<file path="config.mk">
export PLATFORM = sky130hd
export DESIGN_NAME = ufh_ctrl
export DESIGN_NICKNAME = d
export VERILOG_FILES = /design/src/design/ufh_pkg.sv /design/src/design/ufh_bank_ctr.sv /design/src/design/ufh_ctrl.sv
export SDC_FILE = /design/constraint.sdc
export NUM_CORES = 1
export LEC_CHECK = 0
export ABC_CLOCK_PERIOD_IN_PS = 2000
export BUFFER_PORTS_ARGS = -buffer_cell sky130_fd_sc_hd__buf_2
export CELL_PAD_IN_SITES_DETAIL_PLACEMENT = 1
export CELL_PAD_IN_SITES_GLOBAL_PLACEMENT = 2
export CORE_MARGIN = 2
export CORE_UTILIZATION = 27
export CTS_CLUSTER_DIAMETER = 60
export DETAILED_ROUTE_END_ITERATION = 16
export GPL_TIMING_DRIVEN = 0
export PLACE_DENSITY_LB_ADDON = 0.1
export SLEW_MARGIN = 10
export SYNTH_ARGS = -nofsm -noshare
export SYNTH_HDL_FRONTEND = slang
export SYNTH_SLANG_ARGS = --single-unit
</file>
<file path="constraint.sdc">
create_clock -name i_core_clk -period 2 [get_ports i_core_clk]
set_clock_uncertainty 0.1 [all_clocks]
set_input_delay 0.1 -clock i_core_clk [delete_from_list [all_inputs] [get_ports i_core_clk]]
set_output_delay 0.1 -clock i_core_clk [all_outputs]
set_load 0.03 [all_outputs]
</file>
<file path="src/design/ufh_pkg.sv">
// Package: register map, field positions and reset values for the block
package ufh_pkg;
    // Offsets are not all multiples of four: kept as indices
    localparam logic [27:0] UFH_IDX_NAK_MASK = 28'hffffe03;
    localparam logic [31:0] UFH_IDX_SIE_CTRL = 32'hfffffe04;
    // Register indices (low address bits) used by the bus decoder
    localparam logic [3:0] UFH_A_NAK_MASK = 4'h3;
    localparam logic [3:0] UFH_A_SIE_CTRL = 4'h4;
    localparam logic [3:0] UFH_A_EP_NAK = 4'h5;
    localparam logic [3:0] UFH_A_IN1_CTRL = 4'h6;
    localparam logic [3:0] UFH_A_IN1_STAT = 4'h7;
    // Field positions
    localparam int UFH_B_OUT2 = 3;
    localparam int UFH_B_OUT1 = 2;
    localparam int UFH_B_IN1 = 0;
    localparam int UFH_B_STALL = 3;
    localparam int UFH_B_RESUME = 0;
    // Control register of endpoint 1 IN
    localparam int UFH_B_DEND = 0;
    localparam int UFH_B_DMA_END_EN = 1;
    localparam int UFH_B_DMA_EN = 2;
    localparam int UFH_B_DMA_UNMASK = 3;
    localparam int UFH_B_FIFO_CLR = 4;
    localparam int UFH_B_RWAKE = 5;
    // Reset values and bank size
    localparam logic [7:0] UFH_RST_REG = 8'h00;
    localparam int UFH_BANK_BYTES = 64;
    localparam logic [6:0] UFH_CNT_ZERO = 7'h00;
endpackage

</file>
<file path="src/design/ufh_bank_ctr.sv">
// File: one byte counter of a FIFO bank
`timescale 1ns/1ns
module ufh_bank_ctr
    import ufh_pkg::*;
#(
    parameter int DEPTH = UFH_BANK_BYTES
) (
    input wire logic i_core_clk, // Clock
    input wire logic i_arst_n, // Async reset
    input wire logic i_clr, // Empty the bank
    input wire logic i_inc, // One byte written
    input wire logic i_load, // Take a count
    input wire logic [6:0] i_load_val, // Count to take
    input wire logic i_dec, // One byte sent
    output logic [6:0] o_cnt, // Byte count
    output logic o_full // Bank full
);
    typedef struct packed {
        logic [6:0] cnt;
    } ufh_ctr_t;
    ufh_ctr_t st_q, st_d;

    always_comb begin
        st_d = st_q;
        if (i_clr) begin
            st_d.cnt = UFH_CNT_ZERO;
        end else if (i_load) begin
            st_d.cnt = i_load_val;
        end else if (i_inc && st_q.cnt != 7'(DEPTH)) begin
            st_d.cnt = st_q.cnt + 7'h01;
        end else if (i_dec && st_q.cnt != UFH_CNT_ZERO) begin
            st_d.cnt = st_q.cnt - 7'h01;
        end
    end

    always_ff @(posedge i_core_clk or negedge i_arst_n) begin
        if (!i_arst_n) begin
            st_q <= '0;
        end else begin
            st_q <= st_d;
        end
    end

    assign o_cnt = st_q.cnt;
    assign o_full = (st_q.cnt == 7'(DEPTH));
endmodule

</file>
<file path="src/design/ufh_ctrl.sv">
// File: NAK, STALL and Resume handshake control with Avalon-MM registers
`timescale 1ns/1ns
module ufh_ctrl
    import ufh_pkg::*;
(
    input wire logic i_core_clk, // 125 MHz clock
    input wire logic i_arst_n, // Async reset, active low
    input wire logic [3:0] avs_address, // Word index
    input wire logic avs_read, // Read strobe
    input wire logic avs_write, // Write strobe
    input wire logic [31:0] avs_writedata, // Write data
    output logic [31:0] avs_readdata, // Read data
    output logic avs_waitrequest, // Wait
    input wire logic i_cpu_wr, // Byte write into bulk_in1_fifo
    input wire logic i_dma_wr, // Byte written by DMA
    input wire logic i_dma_tc, // DMA terminal count
    input wire logic i_in_token, // IN token for endpoint 1
    input wire logic i_tx_byte, // One byte sent
    input wire logic i_tx_done, // Packet sent and acknowledged
    input wire logic i_setup_token, // SETUP token on endpoint 0
    input wire logic i_bad_wvalue, // Unsupported wValue seen
    input wire logic i_auto_overrun, // Auto request overrun
    input wire logic i_fw_req_active, // Firmware-executed request busy
    input wire logic i_ep0_wr, // Write to ep0_write_fifo
    output logic o_dma_req, // DMA request
    output logic o_in1_send, // Start sending endpoint 1 data
    output logic o_in1_nak, // Answer NAK on endpoint 1
    output logic o_ep0_stall, // Answer STALL on endpoint 0
    output logic o_resume, // Drive Resume on bus
    output logic o_out1_nak, // bulk_out1_nak_ctrl
    output logic o_out2_nak // bulk_out2_nak_ctrl
);
    typedef struct packed {
        logic [7:0] nak_mask;
        logic stall;
        logic resume;
        logic in1_nak_ctrl;
        logic out1_nak;
        logic out2_nak;
        logic dma_end_en;
        logic dma_en;
        logic dma_masked;
        logic rwake;
        logic dend;
        logic dma_fill;
        logic dma_req;
        logic cpu_bank_sel;
        logic wait_q;
        logic [31:0] rdata;
    } ufh_st_t;
    ufh_st_t st_q, st_d;

    // ======================================================
    // Bank counters
    // ======================================================
    logic [6:0] cpu_cnt, sie_cnt;
    logic cpu_full, sie_full;
    logic fifo_clr, swap, wr_byte, dend_wr;

    assign wr_byte = i_cpu_wr | i_dma_wr;

    ufh_bank_ctr #(.DEPTH(UFH_BANK_BYTES)) u_cpu_bank (
        .i_core_clk(i_core_clk),
        .i_arst_n(i_arst_n),
        .i_clr(fifo_clr | swap),
        .i_inc(wr_byte),
        .i_load(1'b0),
        .i_load_val(UFH_CNT_ZERO),
        .i_dec(1'b0),
        .o_cnt(cpu_cnt),
        .o_full(cpu_full)
    );

    ufh_bank_ctr #(.DEPTH(UFH_BANK_BYTES)) u_sie_bank (
        .i_core_clk(i_core_clk),
        .i_arst_n(i_arst_n),
        .i_clr(fifo_clr | (i_tx_done & ~swap)),
        .i_inc(1'b0),
        .i_load(swap),
        .i_load_val(cpu_cnt),
        .i_dec(i_tx_byte & st_q.in1_nak_ctrl),
        .o_cnt(sie_cnt),
        .o_full(sie_full)
    );

    // ======================================================
    // Bus decode and bank swap
    // ======================================================
    logic wr_acc, rd_acc, cpu_done, sie_busy, stall_wr_ok;
    // Writes land at the edge where waitrequest is low; read data is
    // captured in the wait cycle so that it stands at that same edge
    assign wr_acc = avs_write & st_q.wait_q;
    assign rd_acc = avs_read & ~st_q.wait_q;
    assign dend_wr = wr_acc && avs_address == UFH_A_IN1_CTRL &&
                     avs_writedata[UFH_B_DEND];
    assign fifo_clr = wr_acc && avs_address == UFH_A_IN1_CTRL &&
                      avs_writedata[UFH_B_FIFO_CLR];
    // Firmware STALL counts only inside a firmware-executed request
    assign stall_wr_ok = i_fw_req_active |
                         ~avs_writedata[UFH_B_STALL];
    // Bank is busy until its data is sent correctly
    assign sie_busy = st_q.in1_nak_ctrl;
    // DMA fill without end enable waits for data-end
    assign cpu_done = st_q.dend | dend_wr |
                      (cpu_full & ~(st_q.dma_fill & ~st_q.dma_end_en));
    assign swap = cpu_done && sie_cnt == UFH_CNT_ZERO && !sie_busy &&
                  !fifo_clr;

    always_comb begin
        st_d = st_q;
        st_d.wait_q = (avs_read | avs_write) & ~st_q.wait_q;
        // Register writes land in the cycle in which waitrequest is low
        if (wr_acc) begin
            unique case (avs_address)
                UFH_A_NAK_MASK: begin
                    st_d.nak_mask = avs_writedata[7:0];
                end
                UFH_A_EP_NAK: begin
                    if (st_q.nak_mask[UFH_B_OUT2]) begin
                        st_d.out2_nak = avs_writedata[UFH_B_OUT2];
                    end
                    if (st_q.nak_mask[UFH_B_OUT1]) begin
                        st_d.out1_nak = avs_writedata[UFH_B_OUT1];
                    end
                end
                UFH_A_SIE_CTRL: begin
                    if (stall_wr_ok) begin
                        st_d.stall = avs_writedata[UFH_B_STALL];
                    end
                    if (st_q.rwake) begin
                        st_d.resume = avs_writedata[UFH_B_RESUME];
                    end
                end
                UFH_A_IN1_CTRL: begin
                    st_d.dma_end_en = avs_writedata[UFH_B_DMA_END_EN];
                    st_d.dma_en = avs_writedata[UFH_B_DMA_EN];
                    st_d.rwake = avs_writedata[UFH_B_RWAKE];
                    if (avs_writedata[UFH_B_DMA_UNMASK]) begin
                        st_d.dma_masked = 1'b0;
                    end
                    if (avs_writedata[UFH_B_DEND]) begin
                        st_d.dend = 1'b1;
                    end
                end
                default: begin
                end
            endcase
        end
        // Hardware STALL set wins over clear by SETUP and firmware
        if (i_setup_token) begin
            st_d.stall = 1'b0;
        end
        if (i_bad_wvalue | i_auto_overrun) begin
            st_d.stall = 1'b1;
        end
        // Track whether DMA or the CPU is filling the CPU-side bank
        if (i_dma_wr) begin
            st_d.dma_fill = 1'b1;
        end
        if (i_cpu_wr && cpu_cnt == UFH_CNT_ZERO) begin
            st_d.dma_fill = 1'b0;
        end
        // Acknowledged packet frees the serial-engine bank
        if (i_tx_done && st_q.in1_nak_ctrl) begin
            st_d.in1_nak_ctrl = 1'b0;
        end
        // DMA request
        if (st_q.dma_en && !st_q.dma_masked && !cpu_full) begin
            st_d.dma_req = 1'b1;
        end
        if (i_dma_wr && cpu_cnt == 7'(UFH_BANK_BYTES - 1)) begin
            st_d.dma_req = 1'b0;
        end
        // Swap moves the CPU bank count to the serial-engine side
        if (swap) begin
            st_d.in1_nak_ctrl = 1'b1;
            st_d.cpu_bank_sel = ~st_q.cpu_bank_sel;
            st_d.dend = 1'b0;
            st_d.dma_fill = 1'b0;
            st_d.dma_req = st_q.dma_en & ~st_q.dma_masked;
        end
        if (i_dma_tc && st_q.dma_en) begin
            st_d.dma_req = 1'b0;
            st_d.dma_masked = 1'b1;
        end
        // No request may stand while DMA is off
        if (!st_d.dma_en) begin
            st_d.dma_req = 1'b0;
        end
        // FIFO clear discards both banks and any pending data-end
        if (fifo_clr) begin
            st_d.in1_nak_ctrl = 1'b0;
            st_d.dend = 1'b0;
        end
        // Losing remote wakeup enable also ends Resume signalling
        if (!st_q.rwake && !(wr_acc && avs_address == UFH_A_IN1_CTRL &&
            avs_writedata[UFH_B_RWAKE])) begin
            st_d.resume = 1'b0;
        end
        // Read data
        if (rd_acc) begin
            unique case (avs_address)
                UFH_A_NAK_MASK: st_d.rdata = {24'h0, st_q.nak_mask};
                UFH_A_SIE_CTRL: st_d.rdata = {28'h0, st_q.stall, 2'b00,
                                              st_q.resume};
                UFH_A_EP_NAK: st_d.rdata = {28'h0, st_q.out2_nak,
                                            st_q.out1_nak, 1'b0,
                                            st_q.in1_nak_ctrl};
                UFH_A_IN1_CTRL: st_d.rdata = {26'h0, st_q.rwake, 1'b0,
                                              ~st_q.dma_masked, st_q.dma_en,
                                              st_q.dma_end_en, st_q.dend};
                UFH_A_IN1_STAT: st_d.rdata = {16'h0, 1'b0, sie_cnt,
                                              st_q.dma_req, cpu_cnt};
                default: st_d.rdata = 32'h0000_0000;
            endcase
        end
    end

    always_ff @(posedge i_core_clk or negedge i_arst_n) begin
        if (!i_arst_n) begin
            st_q <= '0;
        end else begin
            st_q <= st_d;
        end
    end

    // ======================================================
    // Outputs
    // ======================================================
    assign avs_waitrequest = (avs_read | avs_write) & ~st_q.wait_q;
    assign avs_readdata = st_q.rdata;
    assign o_dma_req = st_q.dma_req;
    assign o_in1_send = i_in_token & st_q.in1_nak_ctrl;
    assign o_in1_nak = ~st_q.in1_nak_ctrl;
    assign o_ep0_stall = st_q.stall;
    assign o_resume = st_q.resume;
    assign o_out1_nak = st_q.out1_nak;
    assign o_out2_nak = st_q.out2_nak;
endmodule

</file>
==> impl_metrics.toml, run 1 <==
[outcome]
outcome = "finished, final reports clean"

[setup_path]
highest_fanout_seen_on_the_critical_path = 3
critPathLaunchType = "flop"
critical_path.cell_chain = "nor4_4 > nand4_2 > a2111oi_4 > buf_4 > o2bb2ai_2 > o2111a_1"
setup.worst_path.end_class = "flop"
critical_path_buffers_and_inverters = 1
timing.setup.critical_path_class = "flop to flop"
timing.critical_path.slowest_cell_delay_ns = 0.44
worst_path_max_delay_cell = "dfrtp_2"
worst_path_dominant_cell_family = "compound AO/OA/AOI/OAI gates"
worstPathRequired_ns = 2.10
critPathArrivalTime_ns = 2.02

[routing]
route.final.wire_length_um = 7411
average_wire_length_per_cell_after_detail_routing_um = 14.97
vias = 2216
drtIter0Drc = 77
drc = 0
via_per_inst = 4.477
detail-route-antenna-nets = 0
detail_route.first_pass.iterations = 4

[clocking]
clock_input_transition_at_the_sequential_cells_of_the_worst_setup_and_hold_paths_ns = 0.09
cts_root_buf = "clkbuf_8"
tritoncts = "built"
cts.path.max_buffers = 2
cts_buffers = 5
cts_max_level = 2
clk_lat_worst_skew_ns = 0.31
clock_sink_count = 50

[grt]
grt_antenna_before_repair = 0
first_global_vias = 2254
track_usage = 0.1436
maximum_number_of_pins_on_one_net_before_global_route_repair = 51
grt.overflow.total = 0
grt_pass1_wl_um = 12410

[timing]
report.final.slew_viol_count = 0
fin_ws_ns = 0.08112
post-route-min-period_ns = 1.919
finalSetupViolations = 0
slew-limit-headroom = 0.5506
period_utilisation_layout = 0.9594
grt_setup_unrepaired = "true"
timing_worst_slew_pin_value_ns = 0.6741
hold_slack_ns = 0.02008
achievable-frequency_ghz = 0.5211
finalHoldViolations = 0

[final_layout]
antenna-diode-count = 0
instances_no_fill = 495
finish.net_count = 416
final_util = 0.3702
layout-drive-gt1-share = 0.3867
area_growth_pct = 32.17

[die]
core_region_area_sq_um = 9819
horiz_die_dim_um = 104.9
area_of_the_die_sq_um = 11010
initial_utilization = 0.2801
die_height_um = 104.9
boundaryPins = 91
fp-row-count = 36

[job]
maxCapViolations = 0

[logic_synthesis]
asyncSetResetFlopFracSynth = 1.000
ys_seq_area_frac = 0.4550
synth_enable_flop_cells = 0
syn_inst = 268
yosys_warnings = 0
synthesis.area_sq_um = 2750
synth.avg_cell_area_sq_um = 10.26
synth.distinct_cells = 52
yosys_most_used_dff = "dfrtp_1"
post_synthesis_sequential_element_count = 50

[pwr]
ir_worst_vdd_mv = 0.3409
cellPowerDensity_nw_per_um2 = 962.5
internal-power_w = 0.002182
combPwrFrac = 0.373
static-leakage-power_nw = 1.749
clock_power_share = 0.209
sequential_power_share = 0.418
power_switching_share = 0.3763
netSwitchingPower_w = 0.001317

[placement]
io_buffer_count = 48
globalplace.congestion = 0.8015
detailed_place_hpwl_um = 5535
place_worst_setup_slack_ns = -0.2897
placed_cells_incl_taps = 465

[hold_path]
hold_path.class = "primary input to flop"
[flip-flops by register name, indices dropped and copies added, names as in the netlist]
| name | count |
|---|---|
| o_out1_nak | 1 |
| o_dma_req | 1 |
| o_out2_nak | 1 |
| sie_busy | 1 |
| u_sie_bank.o_cnt | 7 |
| avs_readdata | 15 |
| u_cpu_bank.o_cnt | 7 |
| o_resume | 1 |
| o_ep0_stall | 1 |
| st_q | 15 |
[area by class of cell]
class | instances | area, sq um
buffer | 38 | 267.8
clock inverter | 2 | 37.54
fill | 1155 | 6185
clock buffer | 6 | 72.57
tap | 133 | 166.4
inverter | 10 | 37.54
multi-input combinational | 185 | 1343
sequential | 50 | 1257
timing repair buffer | 71 | 452.9
[Yosys cell counts, drive strengths merged (2+ instances only)]
library cell  number  area share
a22oi              3      0.0082
or3                3      0.0068
nand4              4       0.011
nor3               4      0.0073
nand3              4      0.0073
buf               34       0.092
dfrtp             50        0.45
nor4               3       0.015
ha                 4       0.018
nand2             27       0.037
a31oi              4      0.0091
a211o              2      0.0064
a32oi              2      0.0064
inv               10       0.014
nor2b              4      0.0091
mux2              14       0.057
o22ai              2      0.0045
nand2b             2      0.0045
mux2i              6       0.022
clkbuf             5      0.0068
a21oi              4      0.0073
and3               3      0.0068
a22o               8       0.025
and2               2      0.0046
xnor2              4       0.013
xor2               8       0.025
nor2              20       0.028
o21ai             16       0.030
[stage by stage]
| step | area, sq um | setup TNS [ns] | power, W |
|---|---|---|---|
| 6_report | 3635 | 0 | 0.003498 |
| 5_1_grt | 3635 | -0.1966 | 0.003766 |
| 4_1_cts | 3556 | 0 | 0.003422 |
| 3_5_place_dp | 3217 | -2.332 | 0.002526 |
| 3_3_place_gp | 3217 | -2.193 | 0.002504 |
| 2_1_floorplan | 2810 | 0 | 0.002189 |
[metal layers]
metal | global-route usage | share of wire | vias to the layer above
li1 | - | - | 1078
met1 | 0.2072 | 0.49 | 1087
met2 | 0.2263 | 0.47 | 49
met3 | 0.02495 | 0.038 | 2
met4 | 0.02857 | 0.0043 | 0
met5 | 0 | 0 | -
[kinds of logic after synthesis]
group	Yosys count	synth area share
fa+ha+maj	4	0.01820
xor+xnor	12	0.03822
compound gates	49	0.1301
buf+inv	49	0.1124
simple gates	82	0.1574
other cells	1	0.001364
flops	50	0.4550
mux	21	0.08735
[cells in the final DEF (no fill, tap or decap), types with 5 or more instances in the layout]
cell type | synthesis | routed
buf_2 | 1 | 48
dfrtp_1 | 50 | 45
buf_4 | 33 | 42
nand2_1 | 27 | 22
nor2_1 | 19 | 18
conb_1 | 1 | 17
dlygate4sd3_1 | 0 | 15
mux2_2 | 14 | 14
o21ai_0 | 12 | 10
inv_1 | 10 | 9
a22o_1 | 8 | 8
xor2_1 | 8 | 8
mux2i_1 | 6 | 6
clkbuf_1 | 5 | 5
nand2_2 | 0 | 5
clkbuf_8 | 0 | 5
dfrtp_2 | 0 | 5
[path summary, 6_finish.rpt]
kind | cells past startpoint | startpoint | slack [ns] | end
setup reg to reg | 6 | u_cpu_bank.o_cnt[5] | 0.08 | o_dma_req
hold / removal | 3 | i_fw_req_active | 0.02 | o_ep0_stall
min in group asynchronous | 2 | i_arst_n | 0.29 | st_q[50]
max in group asynchronous | 2 | i_arst_n | 1.03 | u_cpu_bank.o_cnt[5]
hold reg to reg | 2 | st_q[38] | 0.39 | st_q[38]
setup / recovery | 6 | u_cpu_bank.o_cnt[5] | 0.08 | o_dma_req
[what timing repair did]
| item | CTS | global route |
|---|---|---|
| pin swaps | 5 | 7 |
| gates resized for setup | 10 | 18 |
| hold buffers | 15 | 0 |
| setup endpoints to repair | 17 | 23 |
| endpoints found under the hold margin | 69 | 0 |
| buffers inserted | 6 | 2 |
[worst min-delay path: cells and delay by family]
| family | cells | cell delay, ns |
|---|---|---|
| AO/OA/AOI/OAI | 2 | 0.19 |
| buffers and inverters | 1 | 0.10 |
[power groups by stage]
stage          registers [W]  logic (W)  clock network [W]
4_1_cts              0.00146    0.00120           0.000759
2_1_floorplan        0.00140   0.000788                  0
3_3_place_gp         0.00148    0.00102                  0
6_report             0.00146    0.00130           0.000731
5_1_grt              0.00150    0.00147           0.000794
3_5_place_dp         0.00149    0.00104                  0
No activity file was read; power rests on OpenSTA's default activity.
==> run 2: changes to the inputs <==
- ABC_CLOCK_PERIOD_IN_PS: 2000 -> 2300
- CORE_UTILIZATION: 27 -> 33
- clock period: 2 -> 2.3 ns (I/O delays scaled with it)
==> impl_metrics.toml, run 2 (same netlist as run 1, synthesis figures left out) <==
[clocking]
cts_root_buf = "clkbuf_8"
cts.path.max_buffers = 2
clk_lat_worst_skew_ns = 0.29
tritoncts = "built"
clock_input_transition_at_the_sequential_cells_of_the_worst_setup_and_hold_paths_ns = 0.09
cts_max_level = 2
clock_sink_count = 50
cts_buffers = 5

[die]
core_region_area_sq_um = 8134
fp-row-count = 33
boundaryPins = 91
horiz_die_dim_um = 95.29
die_height_um = 95.29
area_of_the_die_sq_um = 9080
initial_utilization = 0.3381

[final_layout]
final_util = 0.4273
area_growth_pct = 26.39
layout.cells.most_common_list = "48 x buf_2, 48 x dfrtp_1, 34 x buf_4, 27 x nand2_1, 18 x nor2_1"
antenna-diode-count = 0
finish.net_count = 407
instances_no_fill = 458
layout-drive-gt1-share = 0.3314

[placement]
globalplace.congestion = 0.7529
io_buffer_count = 48
placed_cells_incl_taps = 437
detailed_place_hpwl_um = 5243

[timing]
report.final.slew_viol_count = 0
timing.setup.tns_ns = 0
achievable-frequency_ghz = 0.4532
grt_setup_unrepaired = "false"
timing_worst_slew_pin_value_ns = 0.7721
finalHoldViolations = 0
period_utilisation_layout = 0.9593
finalSetupViolations = 0
slew-limit-headroom = 0.4839
post-route-min-period_ns = 2.206

[routing]
average_wire_length_per_cell_after_detail_routing_um = 14.91
wire_length_on_met2_um = 3189
route.final.wire_length_um = 6829
detail-route-antenna-nets = 0
top_signal_layer_used = "met4"
route.met3.wl_um = 209
vias = 2172
wirelength_met1_um = 3387
drtIter0Drc = 53
detail_route.first_pass.iterations = 4
drc = 0
via_per_inst = 4.742

[setup_path]
highest_fanout_seen_on_the_critical_path = 8
setup.worst_path.end_class = "flop"
worstPathRequired_ns = 2.40
critPathArrivalTime_ns = 2.30
critPathLaunchType = "flop"
rrSetupSlack_ns = 0.09
timing.setup.critical_path_class = "flop to flop"

[pwr]
ir_worst_vdd_mv = 0.2965
cellPowerDensity_nw_per_um2 = 849.2
static-leakage-power_nw = 1.696
total_power_w = 0.002952

[outcome]
outcome = "finished, final reports clean"

[grt]
first_global_vias = 2137
maximum_number_of_pins_on_one_net_before_global_route_repair = 51
grt_antenna_before_repair = 0
grt.overflow.total = 0
grt_pass1_wl_um = 11120
track_usage = 0.1601

[job]
maxCapViolations = 0

[hold_path]
hold_path.class = "primary input to flop"
## run 2: cell type report
| type | instances | area, sq um |
|---|---|---|
| well taps | 105 | 131.4 |
| clock buffers | 6 | 82.58 |
| repair buffers | 61 | 372.9 |
| flip-flops and latches | 50 | 1254 |
| inverters | 10 | 37.54 |
| clock inverters | 2 | 60.06 |
| multi-input cells | 185 | 1266 |
| plain buffers | 39 | 271.5 |
| fillers | 944 | 4658 |
## run 2: path summary, 6_finish.rpt
kind	start	endpoint	cells past startpoint
setup / recovery	u_cpu_bank.o_cnt[2]	u_sie_bank.o_cnt[0]	5
hold / removal	i_dma_wr	st_q[35]	3
setup reg to reg	u_cpu_bank.o_cnt[2]	u_sie_bank.o_cnt[0]	5
hold reg to reg	avs_readdata[0]	avs_readdata[0]	2
max in group asynchronous	i_arst_n	u_cpu_bank.o_cnt[2]	2
min in group asynchronous	i_arst_n	o_out2_nak	2
## run 2: metrics by stage
stage	setup WS (ns)	hold WS, ns	cell area [sq um]
6_report	0.09353	0.01176	3476
4_1_cts	0.008338	0.009683	3455
2_1_floorplan	0.3942	-0.2806	2810
3_5_place_dp	0.02518	0.2061	3182
3_3_place_gp	0.05054	0.2038	3182
5_1_grt	0.006396	0.04631	3476
## run 2: report_power, final
part / switching (W) / internal (W)
registers: 0.000235 / 0.00104
clock network: 0.000288 / 0.000464
logic: 0.000522 / 0.000399
## run 2: what timing repair did
action | 4_1_cts | 5_1_grt
setup endpoints to repair | 0 | 9
hold buffers | 13 | 0
buffers inserted | 0 | 0
resized for setup | 0 | 5
endpoints found under the hold margin | 66 | 0
## run 2: worst max-delay path, cell delays in order, from the launching register on
cell and delay (ns):
dfrtp_2 0.49, nor4_4 0.36, nand4_2 0.20, a2111oi_4 0.67, nor3_1 0.11, a21o_1 0.17
## run 2: metal layers
| layer | vias up | track usage |
|---|---|---|
| li1 | 1066 | - |
| met1 | 1062 | 0.2323 |
| met2 | 42 | 0.2535 |
| met3 | 2 | 0.02451 |
| met4 | 0 | 0.03261 |
| met5 | - | 0 |
==> run 3: changes to the inputs <==
==> constraint.sdc (replaced) <==
create_clock -name i_core_clk -period 2.3 [get_ports i_core_clk]
set_clock_uncertainty 0.1 [all_clocks]
set_input_delay 0.69 -clock i_core_clk [delete_from_list [all_inputs] [get_ports i_core_clk]]
set_output_delay 0.69 -clock i_core_clk [all_outputs]
set_load 0.03 [all_outputs]
==> impl_metrics.toml, run 3 (same netlist as run 1, synthesis figures left out) <==
[timing]
finalHoldViolations = 0
grt_setup_unrepaired = "false"
fin_ws_ns = 0.09731
timing_worst_slew_pin_value_ns = 0.7245
achievable-frequency_ghz = 0.4540
slew-limit-headroom = 0.5158
period_utilisation_layout = 0.9577
finalSetupViolations = 0
report.final.slew_viol_count = 0
post-route-min-period_ns = 2.203

[setup_path]
worstPathRequired_ns = 2.38
reg2regPathDepth = 6
timing.setup.critical_path_class = "primary input to flop"
timing.critical_path.slowest_cell_delay_ns = 0.49
worst_path_max_delay_cell = "nor3_1"
highest_fanout_seen_on_the_critical_path = 10
critical_path.cell_chain = "buf_2 > buf_4 > nor3_1 > and3_1 > buf_2 > mux2_2"
critPathLaunchType = "primary input"
critPathArrivalTime_ns = 2.28
crit_top_cell = "buf_2"
setup.worst_path.end_class = "flop"

[clocking]
clock_sink_count = 50
clk_lat_worst_skew_ns = 0.30
cts_buffers = 5
cts-hold-fix-buffers = 0
cts.path.max_buffers = 2
cts_root_buf = "clkbuf_8"
tritoncts = "built"
cts_max_level = 2
clock_input_transition_at_the_sequential_cells_of_the_worst_setup_and_hold_paths_ns = 0.09

[routing]
drc = 0
via_per_inst = 4.742
route.final.wire_length_um = 6704
drtIter0Drc = 46
average_wire_length_per_cell_after_detail_routing_um = 14.93
detail_route.first_pass.iterations = 4
detail-route-antenna-nets = 0
vias = 2129

[final_layout]
final_area_sq_um = 3376
instances_no_fill = 449
layout.cells.most_common_list = "50 x dfrtp_1, 48 x buf_2, 38 x buf_4, 27 x nand2_1, 18 x nor2_1"
register_area_sq_um = 1251
fillerInstances = 943
final_util = 0.4150
finish.net_count = 398
layout-drive-gt1-share = 0.3459
multi_input_comb_area_sq_um = 1269
mostFrequentLayoutCell = "dfrtp_1"
antenna-diode-count = 0
area_growth_pct = 22.75

[grt]
grt_antenna_before_repair = 0
track_usage = 0.1579
first_global_vias = 2088
grt_pass1_wl_um = 10940
grt.overflow.total = 0
maximum_number_of_pins_on_one_net_before_global_route_repair = 51

[pwr]
static-leakage-power_nw = 1.666
total_power_w = 0.002955
ir_worst_vdd_mv = 0.2970
cellPowerDensity_nw_per_um2 = 875.3

[placement]
detailed_place_hpwl_um = 5243
io_buffer_count = 48
globalplace.congestion = 0.7529
place_worst_setup_slack_ns = -0.4825
detailed_place.area_sq_um = 3182
placed_cells_incl_taps = 437

[job]
maxCapViolations = 0

[die]
fp-row-count = 33
boundaryPins = 91
core_region_area_sq_um = 8134
area_of_the_die_sq_um = 9080
horiz_die_dim_um = 95.29
die_height_um = 95.29
initial_utilization = 0.3381

[outcome]
outcome = "finished, final reports clean"

[hold_path]
hold_path.class = "primary input to async pin"
run 3: changes by cell type in the layout (fill, tap and decap cells not counted):
cell           delta
buf_4             +4
nor2_4            +1
nor2b_2           +1
dlygate4sd3_1    -13
nor2_2            -1
dfrtp_1           +2
dfrtp_2           -2
nor2b_1           -1
nor3_2            -1
nor3_1            +1
run 3: layer usage:
| layer | GRT usage | part of all wire | vias to the layer above |
|---|---|---|---|
| met2 | 0.2471 | 0.46 | 42 |
| li1 | - | - | 1042 |
| met4 | 0.03261 | 0.0057 | 0 |
| met3 | 0.02451 | 0.036 | 2 |
| met5 | 0 | 0 | - |
| met1 | 0.2313 | 0.49 | 1043 |
run 3: critical path, delay by kind of cell:
family | cells | cell delay, ns
buffers and inverters | 3 | 0.53
AND/OR/NAND/NOR | 2 | 0.71
multiplexers | 1 | 0.36
run 3: stage by stage:
stage	TNS, ns	hold WS [ns]
2_1_floorplan	0	0.2944
3_3_place_gp	-5.555	0.3581
3_5_place_dp	-5.841	0.3740
4_1_cts	0	0.3950
5_1_grt	0	0.3457
6_report	0	0.3079
run 3: final cells by class:
type	instances	share of cell area
clock inverters	2	0.01779
repair buffers	52	0.08080
plain buffers	39	0.08043
flip-flops and latches	50	0.3706
clock buffers	6	0.02446
inverters	10	0.01112
multi-input cells	185	0.3758
well taps	105	0.03892
run 3: final timing paths:
path	start	end	slack, ns
max	avs_address[2]	st_q[51]	0.1
max reg2reg	u_cpu_bank.o_cnt[0]	u_cpu_bank.o_cnt[5]	0.17
min	i_arst_n	o_out2_nak	0.31
min reg2reg	avs_readdata[0]	avs_readdata[0]	0.39
min in group i_core_clk	avs_readdata[0]	avs_readdata[0]	0.39
max in group asynchronous	i_arst_n	avs_readdata[4]	1.35
run 3: timing repair:
action / 4_1_cts / 5_1_grt
gates resized for setup: 2 / 2
setup buffers: 2 / 2
pin swaps: 1 / 1
setup endpoints to repair: 8 / 3
run 3: power breakdown:
part	total [W]	internal, W	switching, W	leakage, nW
clock	0.000752	0.000464	0.000288	0.0714
sequential	0.00128	0.00104	0.000237	0.659
combinational	0.000925	0.000404	0.000521	0.935
total	0.00295	0.00191	0.00105	1.67
